<file path="src/hdl/hbd_pkg.sv">
// Constants shared by the H-bridge host controller and its pulse generator.
// Assumes a 250 MHz system clock and a 32-bit APB register port.
package hbd_pkg;

    // ----------------------------------------------------------------
    // Clock and pin timing
    // ----------------------------------------------------------------
    localparam int unsigned CLK_PERIOD_NS = 4;
    localparam int unsigned EDGE_GAP_NS   = 1000;
    localparam int unsigned EDGE_QUIET_NS = 500;
    localparam int unsigned GAP_NS_MAX    = (EDGE_GAP_NS > EDGE_QUIET_NS) ?
                                            EDGE_GAP_NS : EDGE_QUIET_NS;
    localparam int unsigned GAP_W         = 9;
    // Least time, so round up to whole cycles
    localparam logic [GAP_W-1:0] EDGE_GAP_CYC =
        GAP_W'((GAP_NS_MAX + CLK_PERIOD_NS - 1) / CLK_PERIOD_NS);

    // ----------------------------------------------------------------
    // Register map
    // ----------------------------------------------------------------
    localparam int unsigned ADDR_W = 8;
    localparam logic [ADDR_W-1:0] REG_CTRL     = 8'h00;
    localparam logic [ADDR_W-1:0] REG_PERIOD   = 8'h04;
    localparam logic [ADDR_W-1:0] REG_DUTY     = 8'h08;
    localparam logic [ADDR_W-1:0] REG_STATUS   = 8'h0C;
    localparam logic [ADDR_W-1:0] REG_INT_STAT = 8'h10;
    localparam logic [ADDR_W-1:0] REG_INT_MASK = 8'h14;

    localparam int unsigned CTRL_W        = 5;
    localparam int unsigned CTRL_EN       = 0;
    localparam int unsigned CTRL_MODE     = 1;
    localparam int unsigned CTRL_SIGN     = 2;
    localparam int unsigned CTRL_BRAKE    = 3;
    localparam int unsigned CTRL_AUTOSTOP = 4;
    localparam logic [CTRL_W-1:0] CTRL_RST = 5'h00;

    localparam int unsigned PWM_W = 16;
    localparam logic [PWM_W-1:0] PERIOD_RST = 16'h0FA0;
    localparam logic [PWM_W-1:0] DUTY_RST   = 16'h07D0;

    localparam int unsigned STAT_DIR   = 0;
    localparam int unsigned STAT_PWM   = 1;
    localparam int unsigned STAT_BRAKE = 2;
    localparam int unsigned STAT_WARN  = 3;
    localparam int unsigned STAT_STOP  = 4;
    localparam int unsigned STAT_BUSY  = 5;

    localparam int unsigned INT_W        = 2;
    localparam int unsigned INT_WARN_ON  = 0;
    localparam int unsigned INT_WARN_OFF = 1;
    localparam logic [INT_W-1:0] INT_RST = 2'h0;

    // ----------------------------------------------------------------
    // Pin change scheduler states
    // ----------------------------------------------------------------
    typedef enum logic [1:0] {
        HBD_SP_IDLE = 2'b00,
        HBD_SP_HOLD = 2'b01
    } hbd_sp_t;

endpackage

</file>
<file path="src/hdl/hbd_host_ctrl.sv">
// Host-side controller that drives an H-bridge through its three logic
// inputs and watches its open-collector thermal warning line.
// Assumes an APB master on clk_sys and a pull-up on the warning line.
`timescale 1ns/1ns

module hbd_host_ctrl (
    input  wire logic                       clk_sys,
    input  wire logic                       nrst,
    input  wire logic                       ce,
    input  wire logic                       psel,
    input  wire logic                       penable,
    input  wire logic                       pwrite,
    input  wire logic [hbd_pkg::ADDR_W-1:0] paddr,
    input  wire logic [31:0]                pwdata,
    output logic                            pready,
    output logic [31:0]                     prdata,
    output logic                            pslverr,
    output logic                            irq,
    output logic                            dir_pin,
    output logic                            brake_pin,
    output logic                            pwm_pin,
    input  wire logic                       thermal_n_pin
);
    import hbd_pkg::*;

    // ----------------------------------------------------------------
    // Register state
    // ----------------------------------------------------------------
    logic [CTRL_W-1:0] ctrl_ff;
    logic [PWM_W-1:0]  period_ff;
    logic [PWM_W-1:0]  duty_ff;
    logic [INT_W-1:0]  int_stat_ff;
    logic [INT_W-1:0]  int_mask_ff;
    logic [31:0]       prdata_ff;
    logic              stop_ff;

    // ----------------------------------------------------------------
    // Pin state
    // ----------------------------------------------------------------
    logic              dir_ff;
    logic              brake_ff;
    logic              pwm_ff;
    hbd_sp_t           sp_ff;
    logic [GAP_W-1:0]  gap_ff;

    // ----------------------------------------------------------------
    // Warning line synchroniser
    // ----------------------------------------------------------------
    logic              warn_s1_ff;
    logic              warn_s2_ff;
    logic              warn_s3_ff;

    // ----------------------------------------------------------------
    // APB decode
    // ----------------------------------------------------------------
    wire acc      = psel && penable && ce;
    wire setup    = psel && !penable && ce;
    wire rd_setup = setup && !pwrite;

    // Byte offsets, one whole word each
    wire sel_ctrl = (paddr == REG_CTRL);
    wire sel_per  = (paddr == REG_PERIOD);
    wire sel_duty = (paddr == REG_DUTY);
    wire sel_stat = (paddr == REG_STATUS);
    wire sel_ist  = (paddr == REG_INT_STAT);
    wire sel_imsk = (paddr == REG_INT_MASK);
    wire hit      = sel_ctrl || sel_per || sel_duty || sel_stat || sel_ist || sel_imsk;

    wire wr       = acc && pwrite && hit;
    wire wr_ctrl  = wr && sel_ctrl;
    wire wr_per   = wr && sel_per;
    wire wr_duty  = wr && sel_duty;
    wire wr_ist   = wr && sel_ist;
    wire wr_imsk  = wr && sel_imsk;

    // ----------------------------------------------------------------
    // Warning events
    // ----------------------------------------------------------------
    wire warn_on  = warn_s3_ff && !warn_s2_ff;
    wire warn_off = !warn_s3_ff && warn_s2_ff;
    wire warn_lvl = !warn_s2_ff;

    wire [INT_W-1:0] ev;
    assign ev[INT_WARN_ON]  = warn_on;
    assign ev[INT_WARN_OFF] = warn_off;

    // ----------------------------------------------------------------
    // Interrupt status
    // ----------------------------------------------------------------
    // Set wins over a same-cycle write-one-to-clear
    wire [INT_W-1:0] ist_clr      = wr_ist ? pwdata[INT_W-1:0] : INT_RST;
    wire [INT_W-1:0] nxt_int_stat = (int_stat_ff & ~ist_clr) | ev;

    // ----------------------------------------------------------------
    // Auto stop
    // ----------------------------------------------------------------
    // Auto stop holds until software clears the warning-on status bit
    wire stop_set = warn_on && ctrl_ff[CTRL_AUTOSTOP];
    wire stop_clr = ist_clr[INT_WARN_ON];
    wire nxt_stop = stop_set || (stop_ff && !stop_clr);

    // ----------------------------------------------------------------
    // Read mux
    // ----------------------------------------------------------------
    wire [31:0] stat_word;
    assign stat_word[STAT_DIR]   = dir_ff;
    assign stat_word[STAT_PWM]   = pwm_ff;
    assign stat_word[STAT_BRAKE] = brake_ff;
    assign stat_word[STAT_WARN]  = warn_lvl;
    assign stat_word[STAT_STOP]  = stop_ff;
    assign stat_word[STAT_BUSY]  = (sp_ff == HBD_SP_HOLD);
    assign stat_word[31:6]       = 26'h0;

    wire [31:0] rd_word =
        sel_ctrl ? {27'h0, ctrl_ff} :
        sel_per  ? {16'h0000, period_ff} :
        sel_duty ? {16'h0000, duty_ff} :
        sel_stat ? stat_word :
        sel_ist  ? {30'h0, int_stat_ff} :
        sel_imsk ? {30'h0, int_mask_ff} : 32'h00000000;

    // ----------------------------------------------------------------
    // Register writes
    // ----------------------------------------------------------------
    always_ff @(posedge clk_sys) begin
        if (!nrst) begin
            ctrl_ff   <= CTRL_RST;
            period_ff <= PERIOD_RST;
            duty_ff   <= DUTY_RST;
        end else if (ce) begin
            if (wr_ctrl) ctrl_ff <= pwdata[CTRL_W-1:0];
            if (wr_per) period_ff <= pwdata[PWM_W-1:0];
            if (wr_duty) duty_ff <= pwdata[PWM_W-1:0];
        end
    end

    // Events land in every enabled cycle
    always_ff @(posedge clk_sys) begin
        if (!nrst) begin
            int_stat_ff <= INT_RST;
            int_mask_ff <= INT_RST;
            stop_ff     <= 1'b0;
        end else if (ce) begin
            int_stat_ff <= nxt_int_stat;
            stop_ff     <= nxt_stop;
            if (wr_imsk) int_mask_ff <= pwdata[INT_W-1:0];
        end
    end

    // ----------------------------------------------------------------
    // Read data capture
    // ----------------------------------------------------------------
    // Taken in setup so the access phase needs no wait state
    always_ff @(posedge clk_sys) begin
        if (!nrst) begin
            prdata_ff <= 32'h00000000;
        end else if (ce && rd_setup) begin
            prdata_ff <= rd_word;
        end
    end

    // ----------------------------------------------------------------
    // Synchroniser flops
    // ----------------------------------------------------------------
    // Reset to high: an idle open-collector line reads as no warning
    // Third flop only feeds the edge detector
    always_ff @(posedge clk_sys) begin
        if (!nrst) begin
            warn_s1_ff <= 1'b1;
            warn_s2_ff <= 1'b1;
            warn_s3_ff <= 1'b1;
        end else if (ce) begin
            warn_s1_ff <= thermal_n_pin;
            warn_s2_ff <= warn_s1_ff;
            warn_s3_ff <= warn_s2_ff;
        end
    end

    // ----------------------------------------------------------------
    // Pulse source
    // ----------------------------------------------------------------
    logic pulse;

    // Held at zero while the drive is disabled
    hbd_pwm_gen u_pwm (
        .clk_sys (clk_sys),
        .nrst    (nrst),
        .ce      (ce),
        .run     (ctrl_ff[CTRL_EN]),
        .period  (period_ff),
        .duty    (duty_ff),
        .pulse   (pulse)
    );

    // ----------------------------------------------------------------
    // Wanted pin levels
    // ----------------------------------------------------------------
    wire halt    = !ctrl_ff[CTRL_EN] || stop_ff;
    wire brk     = ctrl_ff[CTRL_BRAKE];
    wire sgn_mag = ctrl_ff[CTRL_MODE];
    wire sgn     = ctrl_ff[CTRL_SIGN];

    // Halt asks for brake high with magnitude low, all switches off
    wire want_brake = halt || brk;
    wire want_pwm   = halt    ? 1'b0 :
                      brk     ? 1'b1 :
                      sgn_mag ? pulse :
                      1'b1;
    wire want_dir   = halt    ? 1'b0 :
                      brk     ? sgn :
                      sgn_mag ? sgn :
                      pulse;

    // ----------------------------------------------------------------
    // Pending moves
    // ----------------------------------------------------------------
    // Any difference waits for the scheduler
    wire d_brake = want_brake != brake_ff;
    wire d_pwm   = want_pwm != pwm_ff;
    wire d_dir   = want_dir != dir_ff;
    wire d_any   = d_brake || d_pwm || d_dir;

    // ----------------------------------------------------------------
    // Pin change scheduler
    // ----------------------------------------------------------------
    // One pin per move, then a full gap; short pulses are stretched,
    // so duty resolution is limited to the gap near 0 and full scale
    wire go = (sp_ff == HBD_SP_IDLE) && d_any;

    hbd_sp_t nxt_sp;
    always_comb begin
        nxt_sp = sp_ff;
        unique case (sp_ff)
            HBD_SP_IDLE: if (go) nxt_sp = HBD_SP_HOLD;
            HBD_SP_HOLD: if (gap_ff == 9'h000) nxt_sp = HBD_SP_IDLE;
            default:     nxt_sp = HBD_SP_IDLE;
        endcase
    end

    wire [GAP_W-1:0] nxt_gap = go ? EDGE_GAP_CYC - 9'h002 :
                               (gap_ff == 9'h000) ? 9'h000 : gap_ff - 9'h001;

    always_ff @(posedge clk_sys) begin
        if (!nrst) begin
            sp_ff  <= HBD_SP_IDLE;
            gap_ff <= 9'h000;
        end else if (ce) begin
            sp_ff  <= nxt_sp;
            gap_ff <= nxt_gap;
        end
    end

    // ----------------------------------------------------------------
    // Pin registers
    // ----------------------------------------------------------------
    // Reset leaves every switch off: brake high, magnitude low
    always_ff @(posedge clk_sys) begin
        if (!nrst) begin
            brake_ff <= 1'b1;
            pwm_ff   <= 1'b0;
            dir_ff   <= 1'b0;
        end else if (ce && go) begin
            if (d_brake) brake_ff <= want_brake;
            else if (d_pwm) pwm_ff <= want_pwm;
            else dir_ff <= want_dir;
        end
    end

    // ----------------------------------------------------------------
    // Outputs
    // ----------------------------------------------------------------
    assign pready    = ce;
    // Unmapped reads also return zero
    assign pslverr   = acc && !hit;
    assign prdata    = prdata_ff;

    // ----------------------------------------------------------------
    // Interrupt and pin outputs
    // ----------------------------------------------------------------
    assign irq       = |(int_stat_ff & int_mask_ff);

    assign dir_pin   = dir_ff;
    assign brake_pin = brake_ff;
    assign pwm_pin   = pwm_ff;

endmodule

</file>
<file path="src/hdl/hbd_pwm_gen.sv">
// Free running pulse-width generator for the H-bridge host controller.
// Assumes period and duty come from registers on the same clock.
`timescale 1ns/1ns
module hbd_pwm_gen (
    input  wire logic                      clk_sys,
    input  wire logic                      nrst,
    input  wire logic                      ce,
    input  wire logic                      run,
    input  wire logic [hbd_pkg::PWM_W-1:0] period,
    input  wire logic [hbd_pkg::PWM_W-1:0] duty,
    output logic                           pulse
);
    import hbd_pkg::*;

    logic [PWM_W-1:0] cnt_ff;
    logic [PWM_W-1:0] per_sh_ff;
    logic [PWM_W-1:0] duty_sh_ff;
    logic             pulse_ff;

    // ----------------------------------------------------------------
    // Period counter
    // ----------------------------------------------------------------
    // Shadow copies load only at wrap so a write never tears a period
    wire              wrap     = (cnt_ff >= per_sh_ff - 16'h0001) || !run;
    wire [PWM_W-1:0]  nxt_cnt  = wrap ? 16'h0000 : cnt_ff + 16'h0001;
    wire              nxt_high = run && (nxt_cnt < (wrap ? duty : duty_sh_ff));

    always_ff @(posedge clk_sys) begin
        if (!nrst) begin
            cnt_ff     <= 16'h0000;
            per_sh_ff  <= PERIOD_RST;
            duty_sh_ff <= DUTY_RST;
            pulse_ff   <= 1'b0;
        end else if (ce) begin
            cnt_ff   <= nxt_cnt;
            pulse_ff <= nxt_high;
            if (wrap) begin
                per_sh_ff  <= period;
                duty_sh_ff <= duty;
            end
        end
    end

    assign pulse = pulse_ff;

endmodule

</file>
<file path="config.mk">
export PLATFORM = sky130hd
export DESIGN_NAME = hbd_host_ctrl
export DESIGN_NICKNAME = d
export VERILOG_FILES = /design/src/hdl/hbd_pkg.sv /design/src/hdl/hbd_host_ctrl.sv /design/src/hdl/hbd_pwm_gen.sv
export SDC_FILE = /design/constraint.sdc
export NUM_CORES = 1
export LEC_CHECK = 0
export BUFFER_PORTS_ARGS = -buffer_cell sky130_fd_sc_hd__buf_2
export CORE_MARGIN = 4
export CORE_UTILIZATION = 30
export CTS_CLUSTER_DIAMETER = 40
export DETAILED_ROUTE_END_ITERATION = 16
export SYNTH_ARGS = -nofsm -noshare
export SYNTH_HDL_FRONTEND = slang
export SYNTH_SLANG_ARGS = --single-unit
export TNS_END_PERCENT = 50
</file>
<file path="constraint.sdc">
create_clock -name clk_sys -period 5.5 [get_ports clk_sys]
set_input_delay 1.1 -clock clk_sys [delete_from_list [all_inputs] [get_ports clk_sys]]
set_output_delay 1.1 -clock clk_sys [all_outputs]
set_load 0.03 [all_outputs]
</file>
# Word level (Yosys, flattened, before mapping)

Index checks and enable logic that the tools add are counted.

Reductions and logical operators: 52
Bitwise logic cells: 6
$add $sub $neg: 3
Equality and inequality tests: 11
Magnitude comparators: 2
Mux-type cells: 20

Operators by type and width:

| kind                                                | count |
|---|---|
| two-way mux 16 bit                                  | 5 |
| logical AND 1 bit                                   | 21 |
| two-way mux 9 bit                                   | 2 |
| adder 16 x 1 -> 16 bit (second input constant)      | 1 |
| == test 8 x 4 -> 1 bit (second input constant)      | 2 |
| == test 8 x 5 -> 1 bit (second input constant)      | 2 |
| greater-or-equal comparator 16 bit                  | 1 |
| < comparator 16 bit                                 | 1 |
| subtractor 16 x 1 -> 16 bit (second input constant) | 1 |
| AND reduction 2 bit                                 | 6 |
| logical OR 1 bit                                    | 11 |
| two-way mux 2 bit                                   | 5 |
| logical NOT 9 bit                                   | 1 |
| AND reduction 3 bit                                 | 3 |
| subtractor 9 x 1 -> 9 bit (second input constant)   | 1 |
| == test 8 x 3 -> 1 bit (second input constant)      | 1 |
| logical NOT 8 bit                                   | 1 |
| logical NOT 1 bit                                   | 7 |
| two-way mux 1 bit                                   | 6 |
| two-way mux 6 bit                                   | 1 |
| AND 2 bit                                           | 2 |
| case mux 2 bit (2 select lines)                     | 1 |
| inequality test 1 bit                               | 3 |
| == test 2 x 1 -> 1 bit (second input constant)      | 1 |
| 7 further kinds                                     | 8 |

Register bits after elaboration: 140
Output and inout port bits: 38
Logic and storage cells: 113
Input port bits: 47

# Longest topological paths before layout

Gate-level depths: netlist of the first run.

Depth after elaboration: 12
Depth in mapped cells: 21
Mapped depth without buffers: 19

# By module

Synthesis of the first run repeated with hierarchy kept, for this count alone.

Cell total of the unflattened synthesis: 884
Area total of the unflattened synthesis: 6,976.7 um^2

By module, submodules not included:

| module        | cells each | sequential area each (um^2) | times used | area each (um^2) |
|---|---|---|---|---|
| hbd_host_ctrl | 446        | 1,481.4                     | 1          | 3,515.9 |
| hbd_pwm_gen   | 438        | 980.9                       | 1          | 3,460.8 |

# Worst setup path before layout of the first run

No wires, ideal clock.

Path kind: flip-flop to flip-flop
Start: register u_pwm.per_sh_ff[6]
End: register u_pwm.pulse_ff (netlist: u_pwm.pulse)
Period minus slack after synthesis: 4,251 ps
Cell stages (with the launch flop): 20
Path buffers: 2
Slack: 1,249 ps
Library setup time: 70 ps
Required time: 5,430 ps
Data arrival time: 4,181 ps
Path through: dfxtp_1 -> or4_1 -> or3_1 -> nor4_1 -> xnor2_1 -> ha_1 -> nand4_1 -> nor3_1 -> o311ai_1 -> nand3_1 -> clkbuf_1 -> buf_1 -> nor2_1 -> ha_1 -> a21o_1 -> a21oi_1 -> nor2b_1 -> o31ai_1 -> o2111ai_1 -> a21oi_1

Cells in the longest elaborated chain, start to end: 6
Elaborated cells between the ends (all ways): 7
Those cells by class: 1 x add/sub; 2 x order compare; 2 x mux; 2 x reduce/logical

RTL lines:

| what                               | line              | text |
|---|---|---|
| start, declared                    | hbd_pwm_gen.sv:16 | `logic [PWM_W-1:0] per_sh_ff;` |
| start signal, assigned             | hbd_pwm_gen.sv:38 | `per_sh_ff <= period;` |
| subtractor 16 x 1 -> 16 bit        | hbd_pwm_gen.sv:24 | `wire wrap = (cnt_ff >= per_sh_ff - 16'h0001) \|\| !run;` |
| greater-or-equal comparator 16 bit | hbd_pwm_gen.sv:24 |  |
| logical OR 1 bit                   | hbd_pwm_gen.sv:24 |  |
| two-way mux 16 bit                 | hbd_pwm_gen.sv:25 | `wire [PWM_W-1:0] nxt_cnt = wrap ? 16'h0000 : cnt_ff + 16'h0001;` |
| named net u_pwm.nxt_cnt[13]        | hbd_pwm_gen.sv:25 |  |
| < comparator 16 bit                | hbd_pwm_gen.sv:26 | `wire nxt_high = run && (nxt_cnt < (wrap ? duty : duty_sh_ff));` |
| logical AND 1 bit                  | hbd_pwm_gen.sv:26 |  |
| end signal, assigned               | hbd_pwm_gen.sv:36 | `pulse_ff <= nxt_high;` |
| end, declared                      | hbd_pwm_gen.sv:18 | `logic pulse_ff;` |

The timed path passes the listed nets, and every way through them passes these cells.
A chain may end at the register's enable or synchronous reset.

# Worst setup path in the final report of the first run

Start: register u_pwm.per_sh_ff[2]
End: register u_pwm.pulse_ff (netlist: u_pwm.pulse)

Cells in the longest elaborated chain, start to end: 6
Elaborated cells between the ends (all ways): 7
Those cells by class: 1 x add/sub; 2 x order compare; 2 x mux; 2 x reduce/logical

RTL lines:

| what                                   | line |
|---|---|
| subtractor 16 x 1 -> 16 bit (*)        | hbd_pwm_gen.sv:24 |
| greater-or-equal comparator 16 bit (*) | hbd_pwm_gen.sv:24 |
| logical OR 1 bit (*)                   | hbd_pwm_gen.sv:24 |
| two-way mux 16 bit (on tied branches)  | n/a |
| < comparator 16 bit (*)                | hbd_pwm_gen.sv:26 |
| logical AND 1 bit (*)                  | hbd_pwm_gen.sv:26 |

Every way passes the cells marked *; elsewhere a longest branch is shown, timed or not.

==> results of run 1 <==
## sequential cells by signal, indices dropped and copies added (netlist names), 2 cells and up
name              flops
u_pwm.duty_sh_ff     16
int_mask_ff           2
int_stat_ff           2
u_pwm.per_sh_ff      16
u_pwm.cnt_ff         16
ctrl_ff               5
duty_ff              16
gap_ff                9
period_ff            16
prdata               16
## worst paths after layout
check | slack [ns] | to | startpoint
setup / recovery | 0.72 | u_pwm.pulse$_SDFFE_PN0P_ | u_pwm.per_sh_ff[2]$_SDFFE_PN0P_
hold / removal | 0.46 | u_pwm.duty_sh_ff[11]$_SDFFE_PN0P_ | u_pwm.duty_sh_ff[11]$_SDFFE_PN0P_
hold reg to reg | 0.46 | u_pwm.duty_sh_ff[11]$_SDFFE_PN0P_ | u_pwm.duty_sh_ff[11]$_SDFFE_PN0P_
setup reg to reg | 0.72 | u_pwm.pulse$_SDFFE_PN0P_ | u_pwm.per_sh_ff[2]$_SDFFE_PN0P_
## worst register-to-register path, stage by stage, from the launching register on
cell	delay, ns
dfxtp_1	0.34
nor4_1	0.36
nand2_1	0.20
or3_1	0.43
nor4_1	0.25
xnor2_1	0.11
ha_1	0.29
nand4_1	0.14
nor3_1	0.33
o311ai_1	0.27
nand3_2	0.31
buf_4	0.27
mux2i_1	0.30
ha_1	0.29
a21o_1	0.16
a21o_1	0.17
a21oi_1	0.12
or3_1	0.11
o2111ai_1	0.10
a21oi_1	0.16
## placed cells by master (no fill, tap or decap), types with 20 or more instances in the layout
cell	count
o21ai_0	34
nand2_1	135
buf_2	52
nand3_1	52
nor2_1	54
ha_1	34
mux2i_1	41
dfxtp_1	123
nor3_1	20
a21oi_1	54
## layout make-up
class	instances	area [um^2]	area share [%]
inverters	14	52.6	0.674
repair buffers	60	333	4.27
clock buffers	18	439	5.63
multi-input cells	637	3990	51.1
flip-flops and latches	123	2460	31.6
well taps	280	350	4.49
clock inverters	14	173	2.21
## synth_stat cells (10+ instances only)
cell type and count:
inv_1 14, nor2_1 54, nand3_1 53, xor2_1 11
a21oi_1 54, dfxtp_1 123, o21ai_0 34, xnor2_1 14
clkbuf_1 28, a21o_1 10, buf_4 17, nand2_1 135
or3_1 12, ha_1 34, nor3_1 21, mux2i_1 41
a221oi_1 10, buf_2 11
## per-layer routing
metal / vias to the layer above / wire, um
li1: 2958 / -
met1: 2722 / 8330
met2: 144 / 7710
met3: 19 / 774
met4: 0 / 308
met5: - / 0
## where the power goes
group	switching, uW	internal, uW	leakage (uW)	total [uW]
registers	25.3	921	0.000994	946
clock network	417	725	0.000296	1140
logic	181	103	0.00185	284
total	623	1750	0.00314	2370
## stage by stage
stage	instance area (um^2)	utilization [%]	total power, uW	setup WS (ns)
detailed placement	7190	32.6	1250	0.689
floorplan	6840	-	1190	1.25
CTS	7800	35.4	2390	0.663
global placement	7190	32.6	1240	0.724
finish	7800	35.4	2370	0.716
global route	7800	35.4	2480	0.332
## cell families (layout without fill, tap and decap cells)
group                    after synthesis  count (layout)
AND/OR/NAND/NOR                      352             352
AO/OA/AOI/OAI                        163             163
flip-flops                           123             123
buffers and inverters                 79             106
multiplexers                          47              47
adder cells (fa/ha/maj)               34              34
XOR/XNOR                              25              25
other                                  1              16
==> results.txt, run 1 <==
status = finished clean
main combinational cell family by area after synthesis = simple AND/OR/NAND/NOR gates
Worst-Skew Late Latency = 0.42 ns
number of port buffers = 52
Critical Path RT = 5.86 ns
Pwr Density = 304 nW/um^2
CTS tree = built
# IOs = 85
NumNets Final = 934
grt met2 use = 21.9%
WL final = 17100 um
global-route wire length before repair = 28500 um
Seq/Total Area, Yosys = 36.3%
mux cell area share after synthesis = 7.55%
count of pins over their slew limit = 0
period utilisation layout = 87.0%
post-route minimum period = 4.78 ns
worst path buffer plus inverter count = 1
DP HPWL = 12100 um
Die H = 158 um
synth-to-layout area growth = 15.0%
layout filler cell count = 2298
Hold Buf Count CTS = 0
Hold Vio Cnt, Final = 0
drt pass-1 iters = 5
vias in the first global route = 5562
Initial Util = 30.8%
dpl cells = 1114
setup_tns = 0 ns
Clk pin slew, worst setup/hold paths = 0.06 ns
ys flop type = dfxtp_1
Clock Tree Buf Depth = 2
syn_area_per_cell = 8.23 um^2
clk sinks = 123
number of CTS-inserted buffers = 17
R2R cell count = 19
Post-synth ARST share = 0%
critical path's largest stage delay = 0.43 ns
Post-synth EDFFs = 0
Synth cell types = 65
dominant cells by area after synthesis = dfxtp_1 (36%), nand2_1 (7.5%), ha_1 (6.3%)
area share of xor/xnor cells in the synthesized design = 3.23%
Post-Synth Simple-Gate Area = 25.0%
DR DRC count = 0
Detailed Route Iter0 Violations = 354
GRT Resource Usage Total = 14.1%
Crit. End Element = flip-flop
cell area after synthesis = 6780 um^2
layout cell share with drive strength beyond 1 = 15.5%
core area = 22000 um^2
initial antenna violation count = 0
crit-path max FO = 13
via count = 5843
largest net degree at the start of global routing = 88
worst min-delay path category = reg2reg
GR Layer Usage met3 = 2.99%
diodes inserted = 0
WHS Path Cells = 2
Ys Warns = 0
Crit path max-delay family = simple AND/OR/NAND/NOR gates
GR Overflow Total = 0
H-Tree Depth = 4
final RePlAce weighted congestion = 0.783
CTS Root Cell = clkbuf_16
gr busiest metal = met2
Slew @ Worst Pin = 1.07 ns
worst-path cell chain = nor4_1, nand2_1, or3_1, nor4_1, xnor2_1, ha_1, nand4_1, nor3_1, o311ai_1, nand3_2, buf_4, mux2i_1, ha_1, a21o_1, a21o_1, a21oi_1, or3_1, o2111ai_1, a21oi_1
post-CTS setup buffers = 0
slew margin rel. = 28.4%
Final ANT Viol Nets = 0
adder-cell share of the synthesized area = 6.27%
CP startpoint kind = flip-flop
VDD IR max = 248 uV
Final Setup Violations = 0
achievable frequency = 209 MHz
RSZ-0062 raised after global routing = false
Yosys reg bits = 123
critical path class = reg2reg
post-synth top area share = 36.3%
Lkg Pwr = 0.00314 uW
Non-Filler Instances = 1146
Rows = 54
vias per cell = 5.10
Layout Skew = 0.0126 ns
Synth area leader = dfxtp_1
# resized after CTS = 0
fraction of the mapped netlist area in compound gates = 15.5%
Chip Width = 158 um
wire length per cell = 14.9 um
Cells after Synth = 824
Fin Hold WS = 0.455 ns
arrival time worst endpoint = 5.14 ns
Crit path depth = 19
CP max stage cell = or3_1
max-cap viol count = 0
met1 usage = 19.4%
area of the die = 25100 um^2
No activity file was read; power rests on OpenSTA's default activity.
==> inputs of run 2 (changes only) <==
- clock period: 5.5 -> 4.2 ns (I/O delays scaled with it)
==> run 2 against run 1 <==
Effect of this change:
- sequential share of layout area fell by 1.6 points
- sequential power rose by 31%
- core utilization rose by 1.9 points
- flip-flop and latch count did not move
- fmax rose by 18%
- largest cell class unchanged
- critical endpoint unchanged
- wire length rose by 4.0%
==> results.txt, run 2 (synthesis gave the netlist of run 1 again) <==
r2r endpoint = u_pwm.pulse$_SDFFE_PN0P_
hold endpoint = u_pwm.duty_sh_ff[15]$_SDFFE_PN0P_
CTS Root Cell = clkbuf_16
Worst-Skew Late Latency = 0.42 ns (about the same)
R2R cell count = 18 (-1)
worst slack, placed = -0.117 ns (-0.806 ns)
Final Setup Violations = 0 (unchanged)
critical path startpoint = u_pwm.per_sh_ff[6]$_SDFFE_PN0P_
clk sinks = 123 (unchanged)
Initial Util = 30.8% (unchanged)
drt pass-1 iters = 5 (unchanged)
Logic pwr share = 11.6% (-0.4 points)
via count = 6002 (+2.7%)
VDD IR max = 292 uV (+18%)
WHS Path Cells = 2 (unchanged)
Final Worst Setup Slack = 0.134 ns (-0.582 ns)
NumNets Final = 967 (+3.5%)
Rows = 54 (unchanged)
DR DRC count = 0 (unchanged)
Detailed Route Iter0 Violations = 370 (+4.5%)
Lkg Pwr = 0.00331 uW (+5.4%)
count of pins over their slew limit = 0 (unchanged)
Power Internal = 2370 uW (+35%)
Hold Vio Cnt, Final = 0 (unchanged)
largest net degree at the start of global routing = 52 (-41%)
RSZ-0062 raised after global routing = true
layout cell share with drive strength beyond 1 = 20.5% (+5.0 points)
dpl cells = 1142 (+2.5%)
achievable frequency = 246 MHz (+18%)
slew margin rel. = 28.8% (+0.39 points)
DP HPWL = 12600 um (+4.0%)
most frequent cells in the layout = nand2_1 (134), dfxtp_1 (123), nor2_1 (54), buf_2 (52), nand3_1 (51)
Fin Hold WS = 0.456 ns (+0.000417 ns)
finished layout cell area = 8210 um^2 (+5.2%)
WL final = 17800 um (+4.0%)
post-route minimum period = 4.07 ns (-0.718 ns)
wire length per cell = 15.1 um (+1.1%)
# IOs = 85 (unchanged)
crit-path max FO = 13 (unchanged)
max-cap viol count = 0 (unchanged)
period utilisation layout = 96.8% (+9.8 points)
FF-to-FF setup slack = 0.13 ns (-0.58 ns)
initial antenna violation count = 0 (unchanged)
CP max stage cell = or4_4
status = finished clean
area of the die = 25100 um^2 (unchanged)
CP startpoint kind = flip-flop
vias in the first global route = 5641 (+1.4%)
most common cell after layout, fill and taps aside = nand2_1
Critical Path RT = 4.55 ns (-1.31 ns)
Chip Width = 158 um (unchanged)
global-route wire length before repair = 28900 um (+1.4%)
diodes inserted = 0 (unchanged)
worst-path cell chain = or4_4, or3_4, nor4_4, xnor2_1, ha_1, a211oi_2, o21ai_0, a21oi_2, nand3_4, buf_6, a21oi_2, ha_1, a21o_1, a21o_1, a21oi_1, or3_1, o2111ai_1, a21oi_1
Hold Startpoint = u_pwm.duty_sh_ff[15]$_SDFFE_PN0P_
layout filler cell count = 2271 (-1.2%)
clock network power share = 49.6% (+1.5 points)
CTS tree = built
register share of total power = 38.8% (-1.1 points)
placed inst area = 7400 um^2 (+2.9%)
Slew @ Worst Pin = 1.06 ns (-0.00577 ns)
Crit path depth = 18 (-1)
GR Overflow Total = 0 (unchanged)
Clk pin slew, worst setup/hold paths = 0.06 ns (about the same)
GRT Resource Usage Total = 14.5% (+0.37 points)
worst r2r src = u_pwm.per_sh_ff[6]$_SDFFE_PN0P_
number of port buffers = 52 (unchanged)
P_sw = 827 uW (+33%)
number of CTS-inserted buffers = 17 (unchanged)
critical path's largest stage delay = 0.55 ns (+0.12 ns)
Clock Tree Buf Depth = 2 (unchanged)
Final ANT Viol Nets = 0 (unchanged)
vias per cell = 5.09 (-0.15%)
final RePlAce weighted congestion = 0.801 (+2.3%)
sw frac = 25.9% (-0.41 points)
Crit path max-delay family = simple AND/OR/NAND/NOR gates
arrival time worst endpoint = 4.41 ns (-0.73 ns)
worst path buffer plus inverter count = 1 (unchanged)
Crit. End Element = flip-flop
Die H = 158 um (unchanged)
H-Tree Depth = 4 (unchanged)
synth-to-layout area growth = 21.0%
core area = 22000 um^2 (unchanged)
critical path class = reg2reg
Non-Filler Instances = 1179 (+2.9%)
Layout Skew = 0.00853 ns (-0.00405 ns)
worst min-delay path category = reg2reg
Pwr Density = 389 nW/um^2 (+28%)
run 2: cell types whose count changed in the layout (fill, tap and decap cells not counted), sizes merged:
cell	before	now
inv	14	16
clkinv	9	2
buf	60	93
clkbuf	18	19
bufinv	3	4
clkinvlp	2	5
run 2: worst max-delay path by stage:
stage | endpoint | slack, ns
6_report | u_pwm.pulse$_SDFFE_PN0P_ | 0.13
5_1_grt | u_pwm.pulse$_SDFFE_PN0P_ | -0.10
4_1_cts | u_pwm.pulse$_SDFFE_PN0P_ | 0.01
3_5_place_dp | u_pwm.pulse$_SDFFE_PN0P_ | -0.12
3_3_place_gp | u_pwm.pulse$_SDFFE_PN0P_ | -0.08
2_1_floorplan | u_pwm.pulse$_SDFFE_PN0P_ | 0.05
run 2: timing repair:
action / CTS / global route
setup endpoints to repair: 1 / 1
hold buffers: 0 / 0
resized for setup: 9 / 21
pin swaps: 1 / 12
cloned: 0 / 0
setup buffers: 0 / 5
run 2: power by group through the flow:
stage / logic, uW / registers [uW] / clock network [uW]
floorplan: 291 / 1260 / 0
global placement: 367 / 1260 / 0
detailed placement: 371 / 1260 / 0
CTS: 373 / 1240 / 1610
global route: 422 / 1250 / 1660
finish: 370 / 1240 / 1590
run 2: per-stage QoR:
stage,power [uW],utilization [%],setup TNS [ns]
6_report,3200,37.3,0
5_1_grt,3330,37.3,-0.103
4_1_cts,3220,36.7,0
3_5_place_dp,1640,33.6,-0.117
3_3_place_gp,1630,33.6,-0.0837
2_1_floorplan,1550,-,0
run 2: final cells by class:
| type | count | area [um^2] | area share [%] |
|---|---|---|---|
| clock buffers | 19 | 453 | 5.52 |
| repair buffers | 93 | 603 | 7.35 |
| inverters | 14 | 52.6 | 0.640 |
| well taps | 280 | 350 | 4.27 |
| flip-flops and latches | 123 | 2460 | 30.0 |
| multi-input cells | 637 | 4100 | 49.9 |
| clock inverters | 13 | 189 | 2.30 |
run 2: metal layers:
| metal | track usage (%) | wire length (um) |
|---|---|---|
| met5 | 0 | 0 |
| met4 | 5.16 | 303 |
| met3 | 2.47 | 735 |
| met2 | 22.6 | 8130 |
| met1 | 20.2 | 8640 |
run 2: worst reg2reg max path, delay by kind of cell (launching register included):
kind	cells	cell delay [ns]
and+or+nand+nor	5	1.45
AOI/OAI and AO/OA	9	1.42
adders and majority gates	2	0.50
DFF	1	0.31
buffers and inverters	1	0.21
xor gates and xnor gates	1	0.11
==> inputs of run 3 (changes only) <==
- CORE_UTILIZATION: 30 -> 40
==> run 3 against run 2 <==
Effect of this change:
- clock power is 9% lower
- flip-flop and latch count stayed put
- worst setup slack worse by 0.043 ns
- global-route usage is 4.1 points higher
- wire length is 1.1% lower
- core utilization is 12 points higher
- die area is 24% lower
- critical path depth is 1 higher
- via count is 0.35% lower
- largest power group unchanged
- highest routed layer unchanged
- clock-buffer cell count is 2 lower
==> results.txt, run 3 (synthesis gave the netlist of run 1 again) <==
H-Tree Depth = 4 (unchanged)
most frequent cells in the layout = nand2_1 (135), dfxtp_1 (121), nor2_1 (54), buf_2 (52), nand3_1 (51)
vias per cell = 5.34 (+4.9%)
Chip Width = 138 um (-13%)
crit-path max FO = 7 (-6)
worst min-delay path category = reg2reg
worst slack, placed = -0.118 ns (-0.00114 ns)
via count = 5981 (-0.35%)
Clock Tree Buf Depth = 2 (unchanged)
period utilisation layout = 97.8% (+1.0 points)
DR DRC count = 0 (unchanged)
critical path startpoint = u_pwm.per_sh_ff[9]$_SDFFE_PN1P_
# IOs = 85 (unchanged)
worst-path cell chain = or4_4, or3_4, nor4_4, xnor2_1, ha_1, nand4_1, nor3_2, buf_4, o311ai_4, nand3_4, buf_12, buf_8, mux2i_1, ha_1, a21o_1, a21o_1, a21oi_1, o2111ai_1, a21oi_1
initial antenna violation count = 0 (unchanged)
Lkg Pwr = 0.00329 uW (-0.66%)
slew margin rel. = 24.7% (-4.1 points)
Clk pin slew, worst setup/hold paths = 0.06 ns (about the same)
number of CTS-inserted buffers = 17 (unchanged)
layout cell share with drive strength beyond 1 = 20.7% (+0.20 points)
Die H = 138 um (-13%)
largest net degree at the start of global routing = 77 (+48%)
number of port buffers = 52 (unchanged)
DP HPWL = 12500 um (-0.32%)
GRT Resource Usage Total = 18.6% (+4.1 points)
CP max stage cell = or4_4
Register Area = 2460 um^2 (+0.10%)
count of pins over their slew limit = 0 (unchanged)
drt pass-1 iters = 5 (unchanged)
post-route minimum period = 4.11 ns (+0.0428 ns)
global-route wire length before repair = 29300 um (+1.3%)
Detailed Route Iter0 Violations = 318 (-14%)
CTS tree = built
most common cell after layout, fill and taps aside = nand2_1
VDD IR max = 273 uV (-6.6%)
area occupied by multi-input gates = 4110 um^2 (+0.34%)
Hold Buf Count CTS = 0 (unchanged)
NumNets Final = 968 (+0.10%)
critical path class = reg2reg
CP startpoint kind = flip-flop
max-cap viol count = 0 (unchanged)
arrival time worst endpoint = 4.46 ns (+0.05 ns)
critical path's largest stage delay = 0.54 ns (about the same)
Rows = 47 (-13%)
achievable frequency = 243 MHz (-1.0%)
WL final = 17600 um (-1.1%)
diodes inserted = 0 (unchanged)
Final Worst Setup Slack = 0.0909 ns (-0.0428 ns)
core area = 16600 um^2 (-25%)
Critical Path RT = 4.55 ns (about the same)
Hold Vio Cnt, Final = 0 (unchanged)
CTS Root Cell = clkbuf_16
GR Overflow Total = 0 (unchanged)
status = finished clean
Layout Skew = 0.00766 ns (-0.000872 ns)
worst r2r src = u_pwm.per_sh_ff[9]$_SDFFE_PN1P_
clk sinks = 123 (unchanged)
area of the die = 19100 um^2 (-24%)
Hold Startpoint = prdata[4]$_SDFFE_PN0P_
Crit. End Element = flip-flop
RSZ-0062 raised after global routing = true
final RePlAce weighted congestion = 0.841 (+4.9%)
Final ANT Viol Nets = 0 (unchanged)
synth-to-layout area growth = 19.4%
vias in the first global route = 5651 (+0.18%)
Worst-Skew Late Latency = 0.42 ns (about the same)
layout filler cell count = 1619 (-29%)
Pwr Density = 377 nW/um^2 (-3.2%)
Initial Util = 40.9% (+10 points)
Final Setup Violations = 0 (unchanged)
Slew @ Worst Pin = 1.12 ns (+0.0607 ns)
final core occ = 48.8% (+12 points)
wire length per cell = 15.7 um (+4.1%)
## run 3: changes by cell type in the layout (fill, tap and decap cells not counted), sizes merged
| cell | delta |
|---|---|
| clkbuf | -2 |
| buf | +1 |
| bufinv | -3 |
| clkinvlp | -2 |
| inv | +7 |
## run 3: power breakdown
| group | switching, uW | internal [uW] |
|---|---|---|
| Combinational | 236 | 137 |
| Sequential | 32.8 | 1200 |
| Clock | 608 | 835 |
## run 3: timing repair
action,in CTS,in global routing
pin swaps,3,20
buffers inserted,2,3
setup endpoints to repair,1,1
resized for setup,9,21
## run 3: metrics by stage
| stage | hold slack [ns] | area (um^2) | cells | power, uW | setup TNS [ns] |
|---|---|---|---|---|---|
| floorplan | 0.435 | 6840 | 839 | 1550 | 0 |
| global placement | 0.443 | 7340 | 1083 | 1630 | -0.112 |
| detailed placement | 0.446 | 7340 | 1083 | 1630 | -0.118 |
| CTS | 0.456 | 7980 | 1117 | 3080 | 0 |
| global route | 0.474 | 8100 | 1120 | 3190 | -0.136 |
| finish | 0.458 | 8100 | 1120 | 3050 | 0 |
## run 3: layout make-up
| type | count | share of cell area [%] |
|---|---|---|
| Sequential cell | 123 | 30.4 |
| Clock buffer | 17 | 5.26 |
| Timing Repair Buffer | 94 | 7.60 |
| Inverter | 14 | 0.649 |
| Multi-Input combinational cell | 637 | 50.8 |
| Clock inverter | 15 | 1.89 |
| Tap cell | 220 | 3.40 |
## run 3: final timing paths
path | to | slack [ns] | depth (start not counted)
max | u_pwm.pulse$_SDFFE_PN0P_ | 0.09 | 19
min | prdata[4]$_SDFFE_PN0P_ | 0.46 | 2
max reg2reg | u_pwm.pulse$_SDFFE_PN0P_ | 0.09 | 19
min reg2reg | prdata[4]$_SDFFE_PN0P_ | 0.46 | 2
## run 3: critical path, delay by kind of cell, from the launching register on
| kind | cells | cell delay [ns] |
|---|---|---|
| adders and majority gates | 2 | 0.57 |
| DFF | 1 | 0.32 |
| buffers and inverters | 3 | 0.39 |
| muxes | 1 | 0.21 |
| and+or+nand+nor | 6 | 1.58 |
| xor gates and xnor gates | 1 | 0.11 |
| AOI/OAI and AO/OA | 6 | 0.85 |
## run 3: per-layer routing
metal  up-vias  wire length (um)  GRT usage [%]
met5         -                 0              0
met4         0               261           6.03
met3        23               735           3.59
met2       125              7920           28.7
met1      2798              8700           26.4
li1       3035                 -              -
